`src/logic/nptc_pkg.sv`:
```
package nptc_pkg;
	// Reference clock period of the sequencer, in ns
	localparam int CLK_NS = 20;
	// Device timing figures, in ns
	localparam int T_BULK_NS = 8_400_000;
	localparam int T_ROW_NS = 2_800_000;
	localparam int T_PINT_PM_NS = 2_800_000;
	localparam int T_PINT_CFG_NS = 5_600_000;
	localparam int T_EXT_MIN_NS = 1_000_000;
	localparam int T_EXT_MAX_NS = 2_100_000;
	localparam int T_DIS_NS = 300_000;
	localparam int T_GAP_NS = 1_000;
	localparam int T_EXIT_NS = 1_000;
	localparam int T_HALF_NS = 100;
	// Least waits round up, the window's upper edge rounds down
	localparam int BULK_CYC = (T_BULK_NS + CLK_NS - 1) / CLK_NS;
	localparam int ROW_CYC = (T_ROW_NS + CLK_NS - 1) / CLK_NS;
	localparam int PINT_PM_CYC = (T_PINT_PM_NS + CLK_NS - 1) / CLK_NS;
	localparam int PINT_CFG_CYC = (T_PINT_CFG_NS + CLK_NS - 1) / CLK_NS;
	localparam int EXT_MIN_CYC = (T_EXT_MIN_NS + CLK_NS - 1) / CLK_NS;
	localparam int EXT_MAX_CYC = T_EXT_MAX_NS / CLK_NS;
	localparam int DIS_CYC = (T_DIS_NS + CLK_NS - 1) / CLK_NS;
	localparam int GAP_CYC = (T_GAP_NS + CLK_NS - 1) / CLK_NS;
	localparam int EXIT_CYC = (T_EXIT_NS + CLK_NS - 1) / CLK_NS;
	localparam int HALF_CYC = (T_HALF_NS + CLK_NS - 1) / CLK_NS;
	// Widths
	localparam int WAIT_W = 20;
	localparam int CMD_W = 8;
	localparam int WORD_W = 14;
	localparam int SUM_W = 16;
	localparam int NIB_W = 4;
	// Values after reset
	localparam logic [SUM_W-1:0] SUM_RST = 16'h0000;
	localparam logic [WAIT_W-1:0] HCNT_SAT = 20'hfffff;
	localparam logic [CMD_W-1:0] CMD_RST = 8'h00;
	typedef logic [WAIT_W-1:0] nptc_wait_t;
	// Link operations that the sequencer knows how to pace
	typedef enum logic [2:0] {
		OP_PLAIN, OP_BULK, OP_ROW, OP_PINT_PM, OP_PINT_CFG, OP_EXT, OP_EXT_END, OP_EXIT
	} nptc_op_t;
	// Checksum engine operations
	typedef enum logic [2:0] {
		SUM_CLEAR, SUM_MEM, SUM_CFG, SUM_UID, SUM_FINISH
	} nptc_sum_op_t;
	// Sequencer states
	typedef enum logic [1:0] {
		ST_IDLE, ST_SHIFT, ST_HOLD, ST_WAIT
	} nptc_state_t;
endpackage : nptc_pkg

```
`src/logic/nptc_host.sv`:
```
`timescale 1ns/1ps
// Operation
// - Sum every program word from address zero
// - Keep sum 16 bits, drop carries
// - Add configuration words ANDed with mask
// - Upper two bits of words are zero
// - Checksum nibbles into user IDs, MSN first
// - Protected value from user ID low nibbles
// - Protected checksum: ID value plus configuration
// - Compare device ID, warn on mismatch
// - Warn when configuration words are absent
// - Saved image keeps configuration and IDs
// - Wait bulk erase time after bulk erase
// - Wait row erase time after row erase
// - Wait internal write time before next command
// - End external write inside its window
// - Wait after end of external write
// - Release data line before next clock
// - Wait exit delay when leaving mode
module nptc_host #(
	parameter int BULK_CYC = nptc_pkg::BULK_CYC,
	parameter int ROW_CYC = nptc_pkg::ROW_CYC,
	parameter int PINT_PM_CYC = nptc_pkg::PINT_PM_CYC,
	parameter int PINT_CFG_CYC = nptc_pkg::PINT_CFG_CYC,
	parameter int EXT_MIN_CYC = nptc_pkg::EXT_MIN_CYC,
	parameter int EXT_MAX_CYC = nptc_pkg::EXT_MAX_CYC,
	parameter int DIS_CYC = nptc_pkg::DIS_CYC
) (
	input wire logic clock,
	input wire logic rst_b,
	input wire logic cmd_valid,
	input wire nptc_pkg::nptc_op_t cmd_op,
	input wire logic [7:0] cmd_code,
	input wire logic [7:0] cmd_end_code,
	output logic cmd_ready,
	output logic mode_exited,
	input wire logic sum_valid,
	input wire nptc_pkg::nptc_sum_op_t sum_op,
	input wire logic [13:0] sum_word,
	input wire logic [13:0] sum_mask,
	input wire logic sum_protected,
	input wire logic [1:0] uid_sel,
	output logic [15:0] checksum,
	output logic [3:0] uid_nibble,
	output logic cfg_absent,
	input wire logic id_check,
	input wire logic [13:0] id_expected,
	input wire logic [13:0] id_read,
	output logic id_mismatch,
	output logic prog_serial_clock,
	input wire logic prog_serial_data_in,
	output logic prog_serial_data_out,
	output logic prog_serial_data_oe_b,
	output logic [7:0] line_echo
);
	// Whole state of the sequencer and checksum engine
	typedef struct packed {
		nptc_pkg::nptc_state_t st; // Sequencer state
		nptc_pkg::nptc_op_t op; // Operation being paced
		nptc_pkg::nptc_wait_t wcnt; // Wait down-counter
		logic [2:0] div; // Half-period divider
		logic [2:0] bits; // Bits sent so far
		logic [7:0] sh; // Outgoing command byte
		logic [7:0] end_code; // Held end-of-write code
		logic clk; // Link clock we drive
		logic dat; // Data we drive
		logic oe_b; // Low while we drive data
		logic ready; // Accepting a command
		logic exited; // Exit delay done pulse
		logic s0; // Data pin synchroniser, first stage
		logic s1; // Data pin synchroniser, second stage
		logic [7:0] rx; // Line level seen at each fall
		logic [15:0] msum; // Program memory sum
		logic [15:0] csum; // Masked configuration sum
		logic [15:0] uid; // Value rebuilt from user IDs
		logic [15:0] chk; // Finished checksum
		logic cfg_seen; // Any configuration word added
		logic cfg_abs; // Warning: no configuration words
		logic id_mis; // Warning: device ID differs
		logic [3:0] nib; // Selected checksum nibble
		nptc_pkg::nptc_wait_t hcnt; // Cycles since data release or exit request
		nptc_pkg::nptc_op_t hop; // Operation of that release or exit request
	} nptc_regs_t;

	nptc_regs_t s;
	nptc_regs_t next_s;

	// Cycles to hold off after an operation; counter loads N-1
	function automatic nptc_pkg::nptc_wait_t wait_of(input nptc_pkg::nptc_op_t op);
		int n;
		n = nptc_pkg::GAP_CYC;
		unique case (op)
			nptc_pkg::OP_PLAIN: n = nptc_pkg::GAP_CYC;
			nptc_pkg::OP_BULK: n = BULK_CYC;
			nptc_pkg::OP_ROW: n = ROW_CYC;
			nptc_pkg::OP_PINT_PM: n = PINT_PM_CYC;
			nptc_pkg::OP_PINT_CFG: n = PINT_CFG_CYC;
			nptc_pkg::OP_EXT: n = EXT_MIN_CYC;
			nptc_pkg::OP_EXT_END: n = DIS_CYC;
			nptc_pkg::OP_EXIT: n = nptc_pkg::EXIT_CYC;
		endcase
		return nptc_pkg::nptc_wait_t'(n - 1);
	endfunction : wait_of

	// Nibble that goes to user ID word idx; word 0 takes the top nibble
	function automatic logic [3:0] nib_of(input logic [15:0] v, input logic [1:0] idx);
		return v[(3 - idx) * 4 +: 4];
	endfunction : nib_of

	// Next-state logic for link sequencer and checksum engine
	always_comb begin
		next_s = s;
		next_s.exited = 1'b0;
		// Pin passes two flops before anything reads it
		next_s.s0 = prog_serial_data_in;
		next_s.s1 = s.s0;
		// Saturating distance from the last data release or exit request
		if (s.hcnt != nptc_pkg::HCNT_SAT) begin
			next_s.hcnt = s.hcnt + 20'h00001;
		end
		unique case (s.st)
			nptc_pkg::ST_IDLE: begin
				if (cmd_valid) begin
					next_s.ready = 1'b0;
					next_s.op = cmd_op;
					next_s.sh = cmd_code;
					next_s.end_code = cmd_end_code;
					if (cmd_op == nptc_pkg::OP_EXIT) begin
						// Exit sends nothing, only keeps lines quiet
						next_s.st = nptc_pkg::ST_WAIT;
						next_s.wcnt = wait_of(cmd_op);
						next_s.hcnt = '0;
						next_s.hop = cmd_op;
					end else begin
						// Start shifting: first bit out, clock low
						next_s.st = nptc_pkg::ST_SHIFT;
						next_s.oe_b = 1'b0;
						next_s.dat = cmd_code[7];
						next_s.div = 3'(nptc_pkg::HALF_CYC - 1);
						next_s.bits = 3'h0;
					end
				end
			end
			nptc_pkg::ST_SHIFT: begin
				if (s.div != 3'h0) begin
					next_s.div = s.div - 3'h1;
				end else begin
					next_s.div = 3'(nptc_pkg::HALF_CYC - 1);
					if (!s.clk) begin
						// Rise: data changes here, a half period before the fall
						next_s.clk = 1'b1;
						next_s.dat = s.sh[7];
					end else begin
						// Fall: device takes the bit
						next_s.clk = 1'b0;
						next_s.sh = {s.sh[6:0], 1'b0};
						next_s.rx = {s.rx[6:0], s.s1};
						next_s.bits = s.bits + 3'h1;
						if (s.bits == 3'h7) begin
							next_s.st = nptc_pkg::ST_HOLD;
						end
					end
				end
			end
			nptc_pkg::ST_HOLD: begin
				// Hold the last bit a half period past the fall, then let go
				if (s.div != 3'h0) begin
					next_s.div = s.div - 3'h1;
				end else begin
					next_s.oe_b = 1'b1;
					next_s.st = nptc_pkg::ST_WAIT;
					next_s.wcnt = wait_of(s.op);
					next_s.hcnt = '0;
					next_s.hop = s.op;
				end
			end
			nptc_pkg::ST_WAIT: begin
				if (s.wcnt != '0) begin
					next_s.wcnt = s.wcnt - 20'h00001;
				end else if (s.op == nptc_pkg::OP_EXT) begin
					// Window open: close the write at its earliest moment
					next_s.op = nptc_pkg::OP_EXT_END;
					next_s.sh = s.end_code;
					next_s.st = nptc_pkg::ST_SHIFT;
					next_s.oe_b = 1'b0;
					next_s.dat = s.end_code[7];
					next_s.div = 3'(nptc_pkg::HALF_CYC - 1);
					next_s.bits = 3'h0;
				end else begin
					next_s.st = nptc_pkg::ST_IDLE;
					next_s.ready = 1'b1;
					next_s.exited = (s.op == nptc_pkg::OP_EXIT);
				end
			end
		endcase
		// Checksum engine, one word per strobe
		if (sum_valid) begin
			unique case (sum_op)
				nptc_pkg::SUM_CLEAR: begin
					next_s.msum = nptc_pkg::SUM_RST;
					next_s.csum = nptc_pkg::SUM_RST;
					next_s.uid = nptc_pkg::SUM_RST;
					next_s.cfg_seen = 1'b0;
				end
				nptc_pkg::SUM_MEM: begin
					// Carries beyond bit 15 fall away
					next_s.msum = s.msum + {2'b00, sum_word};
				end
				nptc_pkg::SUM_CFG: begin
					next_s.csum = s.csum + {2'b00, sum_word & sum_mask};
					next_s.cfg_seen = 1'b1;
				end
				nptc_pkg::SUM_UID: begin
					// First user ID shifts furthest, ending as the top nibble
					next_s.uid = {s.uid[11:0], sum_word[3:0]};
				end
				nptc_pkg::SUM_FINISH: begin
					next_s.chk = sum_protected ? s.uid + s.csum : s.msum + s.csum;
					next_s.cfg_abs = !s.cfg_seen;
				end
				default: begin
					next_s.chk = s.chk;
				end
			endcase
		end
		next_s.nib = nib_of(s.chk, uid_sel);
		// Result stands until the next comparison
		if (id_check) begin
			next_s.id_mis = (id_expected != id_read);
		end
	end

	// One register bank for the whole block
	always_ff @(posedge clock) begin
		if (!rst_b) begin
			next_s_reset : begin
				s <= '0;
				s.st <= nptc_pkg::ST_IDLE;
				s.op <= nptc_pkg::OP_PLAIN;
				s.hop <= nptc_pkg::OP_PLAIN;
				s.oe_b <= 1'b1;
				s.ready <= 1'b1;
				s.sh <= nptc_pkg::CMD_RST;
				s.hcnt <= nptc_pkg::HCNT_SAT;
			end
		end else begin
			s <= next_s;
		end
	end

	// Outputs straight from the register bank
	assign cmd_ready = s.ready;
	assign mode_exited = s.exited;
	assign checksum = s.chk;
	assign uid_nibble = s.nib;
	assign cfg_absent = s.cfg_abs;
	assign id_mismatch = s.id_mis;
	assign prog_serial_clock = s.clk;
	assign prog_serial_data_out = s.dat;
	assign prog_serial_data_oe_b = s.oe_b;
	assign line_echo = s.rx;
endmodule : nptc_host

```
`config.mk`:
```
export PLATFORM = sky130hd
export DESIGN_NAME = nptc_host
export DESIGN_NICKNAME = d
export VERILOG_FILES = /design/src/logic/nptc_pkg.sv /design/src/logic/nptc_host.sv
export SDC_FILE = /design/constraint.sdc
export NUM_CORES = 1
export LEC_CHECK = 0
export BUFFER_PORTS_ARGS = -buffer_cell sky130_fd_sc_hd__buf_4
export CORE_AREA = 2 2 191 99
export CTS_CLUSTER_SIZE = 14
export DETAILED_ROUTE_END_ITERATION = 16
export DIE_AREA = 0 0 193 101
export PLACE_DENSITY_LB_ADDON = 0.1
export SLEW_MARGIN = 20
export SYNTH_ARGS = -nofsm -noshare
export SYNTH_HDL_FRONTEND = slang
export SYNTH_SLANG_ARGS = --single-unit
```
`constraint.sdc`:
```
create_clock -name clock -period 4 [get_ports clock]
set_input_delay 0.8 -clock clock [delete_from_list [all_inputs] [get_ports clock]]
set_output_delay 0.8 -clock clock [all_outputs]
set_load 0.01 [all_outputs]
```
Yosys cells after proc, flatten, opt, wreduce, memory -nomap -nowiden

Memory sizes are Yosys's and may differ from the RTL's. A register that Yosys moved wholly into a read port is not among the register bits.
Index checks and enable logic that the tools add are counted.

Register bits: 133
Bits in latches: 0
Bits in writable memories: 0
Bits in read-only memories: 256
Bits of input ports: 87
Output and inout bits: 35
Logic and storage cells: 141
Memories kept: 2

Memory list:

| name            | words | bits a word | read ports | clocked after memory_dff | write ports | RTL line        | source |
|---|---|---|---|---|---|---|---|
| (no name shown) | 8     | 16          | 1          | 0                        | 0           | nptc_host.sv:92 | `unique case (op)` |
| (no name shown) | 8     | 16          | 1          | 1                        | 0           | nptc_host.sv:92 |  |

Add/sub/neg operators: 10
Multipliers: 0
Div/mod/pow operators: 0
$lt $le $gt $ge: 0
Equality and inequality tests: 25
Shift operators: 1
Muxes and demuxes: 48
Bitwise logic cells: 4
Reduce and logical (&&, ||, !) cells: 28

Operator list:

| cell                    | count |
|---|---|
| $mux W20                | 8 |
| $pmux W16 S2            | 3 |
| $pmux W20 S3            | 1 |
| $mux W47                | 1 |
| $sub A20 B2 Y20 const B | 2 |
| $pmux W11 S3            | 1 |
| $shiftx A16 B33 Y4      | 1 |
| $add A16 B14 Y16        | 2 |
| $add A16 B16 Y16        | 2 |
| $mux W14                | 2 |
| $ne A2 B2 Y1 const B    | 13 |
| $mux W11                | 2 |
| $reduce_bool A20 Y1     | 1 |
| $sub A20 B1 Y20 const B | 1 |
| $mux W3                 | 6 |
| $reduce_and A6 Y1       | 3 |
| $mux W16                | 1 |
| $mux W2                 | 8 |
| $eq A3 B3 Y1 const B    | 5 |
| $and A14 B14 Y14        | 1 |
| $ne A14 B14 Y1          | 1 |
| $reduce_and A7 Y1       | 2 |
| $pmux W3 S4             | 1 |
| $reduce_and A2 Y1       | 6 |
| other kinds (25)        | 42 |

Depth between registers and ports, before layout

Gate-level depths: netlist of the first run.

Depth after elaboration: 10
Depth in mapped cells: 11
Mapped depth without buffers: 10

Worst setup path after synthesis of the first run

No wires, ideal clock.

Kind: input -> register
From: input port sum_protected
To: register s (netlist bit checksum[14])
Library setup time: 0.137 ns
Arrival: 3.617 ns
Data required time: 3.863 ns
Slack: 0.246 ns
Stages: 11
Path buffers: 2
Path through: clkbuf_1 -> clkbuf_1 -> mux2_2 -> ha_1 -> fa_1 -> a211oi_1 -> o31ai_1 -> a21o_1 -> a211oi_1 -> a211o_1 -> a31oi_1

Word-level cells in the longest chain between the ends: 1

Ends and longest elaborated chain:

| what                 | RTL line         | source |
|---|---|---|
| start, declared      | nptc_host.sv:41  | `input wire logic sum_protected,` |
| $mux W16             | nptc_host.sv:218 | `next_s.chk = sum_protected ? s.uid + s.csum : s.msum + s.csum;` |
| end signal, assigned | nptc_host.sv:247 | `s <= next_s;` |
| end, declared        | nptc_host.sv:85  | `nptc_regs_t s;` |

Every way passes these cells.
A chain may end at the register's enable or synchronous reset.

Final worst setup path of the first run

Same ends and word-level chain as after synthesis.

==> flow_summary.ini, run 1 <==
[logic_synthesis]
async_reset_ff_share_pct = 0
ys_top_cells_by_count = dfxtp_1 (148), nand2_1 (141), o21ai_0 (80)
syn_avg_cell_area_um2 = 8.316
yosysTopAreaCell = dfxtp_1
ys_warn_count = 0
synth-seq-cells = 148
synth_edf_count = 0
synth_ff_type = dfxtp_1
synthTopCellsByArea = dfxtp_1 (31%), ha_1 (9.1%), nand2_1 (5.5%), o21ai_0 (4.1%), xnor2_1 (3.4%)
synthMostInstantiatedCell = dfxtp_1
ys_seq_area_share_pct = 30.63
synth_fp_nets = 1323
syn_inst = 1163
synth_top_area_share_pct = 30.63
synthesis.area_um2 = 9672
ys_types = 78

[global_route]
antenna_found_initial = 0
track_usage_pct = 29.39
grt_pass1_vias = 7981
overflow = 0
grt_pass1_wl_um = 44160
grt_max_degree = 49

[place]
placed_cell_area_um2 = 10600
portBuffers = 121
dpl.hpwl_um = 21410
place_congestion = 0.9135
post-place-ws_ns = 0.4440

[outcome]
status = finished clean

[sta]
fin_setup_tns_ns = 0
whs_ns = 0.4311
rsz0062_at_grt = no
worst_pin_slew_ns = 0.8844
finalMaxSlewViolations = 0
period_share_pct = 80.47
fmax_mhz = 310.7
period_needed_ns = 3.219
setup_violations = 0
finClkSkew_ns = 0.01321
max-slew-margin-rel_pct = 40.70
postLayoutSetupSlackWorst_ns = 0.7814
hold_viol_final = 0

[setup_path]
crit_type = primary input to register
critPathRequiredTime_ns = 4.30
r2r_setup_slack_ns = 0.91
arrival_ns = 3.52
cp-start-kind = primary input
end_kind = register
r2r_start = s[136]
r2r_cells = 9
path_max_fanout = 5

[clock_network]
post_cts_buffers = 0
clk_pin_slew_ns = 0.06
cts_tree = yes
clockBufferDepth = 2
cts_root_buffer = clkbuf_16
holdBufCountCts = 0
clock-sinks = 148
numCtsBuffers = 17
insertion_delay_ns = 0.42
htreeDepth = 4
cts_resized = 0

[floorplanning]
start_util_pct = 53.87
die_x_um = 193
num_io_pins = 122
die_y_um = 101
core_area_um2 = 17950
rows = 35
die-area_um2 = 19490

[detailed_routing]
ant_nets = 0
routed_wl_um = 27830
route.vias.total = 8941
via_per_inst = 6.021
dr.pass1.iters = 5
wire_per_inst_um = 18.74
drcViolationCount = 0
drtIter0Drc = 911

[final_layout]
layout-drive-gt1-share_pct = 16.55
seq_area_um2 = 2963
final_cell_area_um2 = 11210
area_growth_pct = 15.89
n_antenna_cell = 0
final_nets = 1394
fillers = 1563
multi_input_area_um2 = 6135

[pwr]
comb_power_share_pct = 34.8
p_int_mw = 3.444
p_sw_mw = 1.978
power_mw = 5.422
p_seq_share_pct = 34.4
ir_drop_uv = 340.6
power_frac_clock_pct = 30.9
power.density_nw_per_um2 = 483.8
netSwitchingFraction_pct = 36.48
p_leak_nw = 4.762

[hold_path]
hold_class = register to register
hold_depth = 1
hold_start = next_s[102]
min_to = s[102]

[run]
cap_violations = 0
## metal layers
layer	wire (um)	vias up	track usage (%)
met1	14570	4171	48.92
met5	0	-	0
li1	-	4316	-
met4	200	0	4.662
met3	3403	19	7.762
met2	9655	435	36.39
## worst max-delay path by stage
| stage | startpoint | end | cells past startpoint |
|---|---|---|---|
| global placement | sum_protected | checksum[14] | 10 |
| global route | sum_protected | checksum[14] | 10 |
| CTS | sum_protected | checksum[14] | 10 |
| finish | sum_protected | checksum[14] | 10 |
| floorplan | sum_protected | checksum[14] | 11 |
| detailed placement | sum_protected | checksum[14] | 10 |
## worst max-delay path: stages
cell	delay [ns]
buf_4	0.15
mux2_2	0.36
ha_1	0.24
fa_1	0.44
a211oi_1	0.33
o31ai_1	0.23
a21o_1	0.26
a211oi_1	0.42
a211o_1	0.20
a31oi_1	0.07
## per-stage QoR
step                std cells  util (%)
floorplan                1163         -
global placement         1455     59.05
detailed placement       1455     59.05
CTS                      1485     62.43
global route             1485     62.43
finish                   1485     62.43
## kinds of logic after synthesis
group | count (synthesis) | synth area share (%)
buffers and inverters | 127 | 6.145
AND/OR/NAND/NOR | 395 | 20.92
adder cells (fa/ha/maj) | 73 | 9.677
AO/OA/AOI/OAI | 327 | 23.03
multiplexers | 35 | 4.347
XOR/XNOR | 58 | 5.252
flip-flops | 148 | 30.63
## power by group through the flow
stage / logic [mW] / registers [mW] / clock network, mW
after floorplan: 1.28 / 1.84 / 0
after detailed placement: 1.82 / 1.88 / 0
after global placement: 1.80 / 1.88 / 0
after CTS: 1.84 / 1.86 / 1.70
after global routing: 2.07 / 1.89 / 1.77
final: 1.89 / 1.86 / 1.67
## placed cells by master (no fill, tap or decap), types with 15 or more instances in the layout
master     Yosys  layout
buf_4         28     142
nor3_1        15      15
ha_1          70      70
clkbuf_16      0      17
nor2b_1       30      30
and2_1        38      38
inv_1         35      35
xor2_1        21      21
mux2i_1       15      15
dfxtp_1      148     148
nand3_1       42      42
o21ai_0       80      80
a21boi_0      43      43
a21oi_1       49      49
mux2_2        16      16
nand2_1      141     141
nor2_1        46      46
xnor2_1       37      37
a22oi_1       24      24
## area by class of cell
cell class	count	area share, %
Multi-Input combinational cell	888	54.73
Sequential cell	148	26.43
Timing Repair Buffer	142	9.511
Clock buffer	21	4.019
Tap cell	240	2.679
Clock inverter	9	1.384
Inverter	37	1.239
Power figures use the tool's default switching activity.
==> run 2: changes to the inputs <==
==> constraint.sdc (replaced) <==
create_clock -name clock -period 3.3 [get_ports clock]
set_input_delay 0.66 -clock clock [delete_from_list [all_inputs] [get_ports clock]]
set_output_delay 0.66 -clock clock [all_outputs]
set_load 0.01 [all_outputs]
==> run 2 against run 1 <==
Die area unchanged; largest cell class unchanged; non-clock buffer count up 14; sequential share of layout area down 0.18 points; critical path depth up 1; design area up 0.68%; first-iteration DRC count down 0.11%; combinational power up 28%.
==> flow_summary.ini, run 2 (synthesis gave the netlist of run 1 again) <==
[sta]
setup_violations = 0
postLayoutSetupSlackWorst_ns = 0.3352
period_share_pct = 89.84
finClkSkew_ns = 0.01022
hold_viol_final = 0
period_needed_ns = 2.965
finalMaxSlewViolations = 0
worst_pin_slew_ns = 0.8071
fin_setup_tns_ns = 0
rsz0062_at_grt = no
fmax_mhz = 337.3
max-slew-margin-rel_pct = 46.20

[pwr]
ir_drop_uv = 407.3
power_mw = 6.527
p_leak_nw = 4.815
power.density_nw_per_um2 = 578.4

[floorplanning]
die_x_um = 193
core_area_um2 = 17950
rows = 35
start_util_pct = 53.87
die_y_um = 101
die-area_um2 = 19490
num_io_pins = 122

[setup_path]
r2r_start = s[154]
r2r_cells = 10
path_max_fanout = 5
critPathBufInv = 2
setup.worst_path.end = checksum[14]
crit_cells = 11
max_stage_delay_ns = 0.40
critPathRequiredTime_ns = 3.59
r2r_setup_slack_ns = 0.39
startpoint = sum_protected
cp_cell_sequence = buf_4 -> mux2_2 -> ha_1 -> fa_1 -> a211oi_1 -> o31ai_1 -> buf_4 -> a21o_1 -> a211oi_2 -> a211o_1 -> a31oi_1
cp-start-kind = primary input
crit_type = primary input to register
slowest_stage = fa_1
end_kind = register
cpLargestDelayFamily = compound AO/OA/AOI/OAI gates
cp_common_cell = buf_4
arrival_ns = 3.26

[global_route]
grtUsageMet1_pct = 47.85
overflow = 0
met3_usage_pct = 8.249
grt_pass1_wl_um = 44220
antenna_found_initial = 0
grt_pass1_vias = 8140
grt_max_degree = 48
track_usage_pct = 29.22
use_met2_pct = 36.42
grt-busiest-layer = met1

[clock_network]
clock-sinks = 148
cts_root_buffer = clkbuf_16
insertion_delay_ns = 0.42
cts_tree = yes
clk_pin_slew_ns = 0.06
numCtsBuffers = 17
holdBufCountCts = 0
cts_resized = 0
clockBufferDepth = 2
post_cts_buffers = 0
htreeDepth = 4

[place]
place_congestion = 0.9387
dpl.hpwl_um = 21610
portBuffers = 121
numPlacedInstances = 1469
post-place-ws_ns = -0.008003

[final_layout]
final_nets = 1408
final_common_cell = buf_4
fillers = 1572
finalNonFillerCells = 1501
layout-drive-gt1-share_pct = 17.84
final_core_util_pct = 62.85
area_growth_pct = 16.68
most-common-layout-cells = buf_4 (155), dfxtp_1 (148), nand2_1 (141), o21ai_0 (80), ha_1 (70)
n_antenna_cell = 0

[hold_path]
hold_start = next_s[102]
hold_class = register to register

[detailed_routing]
routed_wl_um = 27700
drtIter0Drc = 910
ant_nets = 0
via_per_inst = 5.995
drcViolationCount = 0
dr.pass1.iters = 6
wire_per_inst_um = 18.46
route.vias.total = 8998

[run]
cap_violations = 0

[outcome]
status = finished clean
-- run 2: cell count changes in the layout (fill, tap and decap cells not counted), moves of 2 or more --
| cell | change |
|---|---|
| clkbuf_1 | -2 |
| clkinv_4 | +3 |
| inv_6 | +3 |
| buf_4 | +13 |
| bufinv_16 | -3 |
-- run 2: worst min-delay path by stage --
stage,endpoint,cells after the start
floorplan,s[102],1
detailed placement,s[102],1
CTS,next_s[102],2
finish,s[102],1
global placement,s[102],1
global route,next_s[102],2
-- run 2: area by class of cell --
class,count,area (um2),share of cell area (%)
Multi-Input combinational cell,888,6140,54.41
Sequential cell,148,2963,26.26
Timing Repair Buffer,156,1184,10.49
Clock buffer,18,429.2,3.803
Tap cell,240,300.3,2.661
Inverter,37,138.9,1.231
Clock inverter,14,130.1,1.153
-- run 2: report_power, final --
group	internal, mW	switching (mW)
Clock	1.05	0.805
Combinational	0.958	1.46
Sequential	2.04	0.228
Total	4.04	2.49
-- run 2: worst register-to-register path, stage by stage (launching register included) --
cell      delay [ns]
dfxtp_1         0.38
inv_1           0.10
ha_1            0.29
and2_1          0.33
a21oi_1         0.29
o21ai_0         0.16
a21boi_1        0.53
inv_1           0.20
ha_1            0.28
nand2_1         0.16
nand2_1         0.08
-- run 2: routing by layer --
| metal | part of all wire [%] | vias to the layer above | wire [um] |
|---|---|---|---|
| met2 | 35 | 454 | 9612 |
| met5 | 0 | - | 0 |
| met1 | 52 | 4174 | 14540 |
| met3 | 12 | 19 | 3381 |
| met4 | 0.60 | 0 | 165 |
| li1 | - | 4351 | - |
-- run 2: metrics by stage --
step | area [um2] | hold slack, ns
global placement | 10730 | 0.4153
finish | 11280 | 0.4360
detailed placement | 10730 | 0.4275
CTS | 11280 | 0.4380
global route | 11280 | 0.4380
floorplan | 9682 | 0.4119
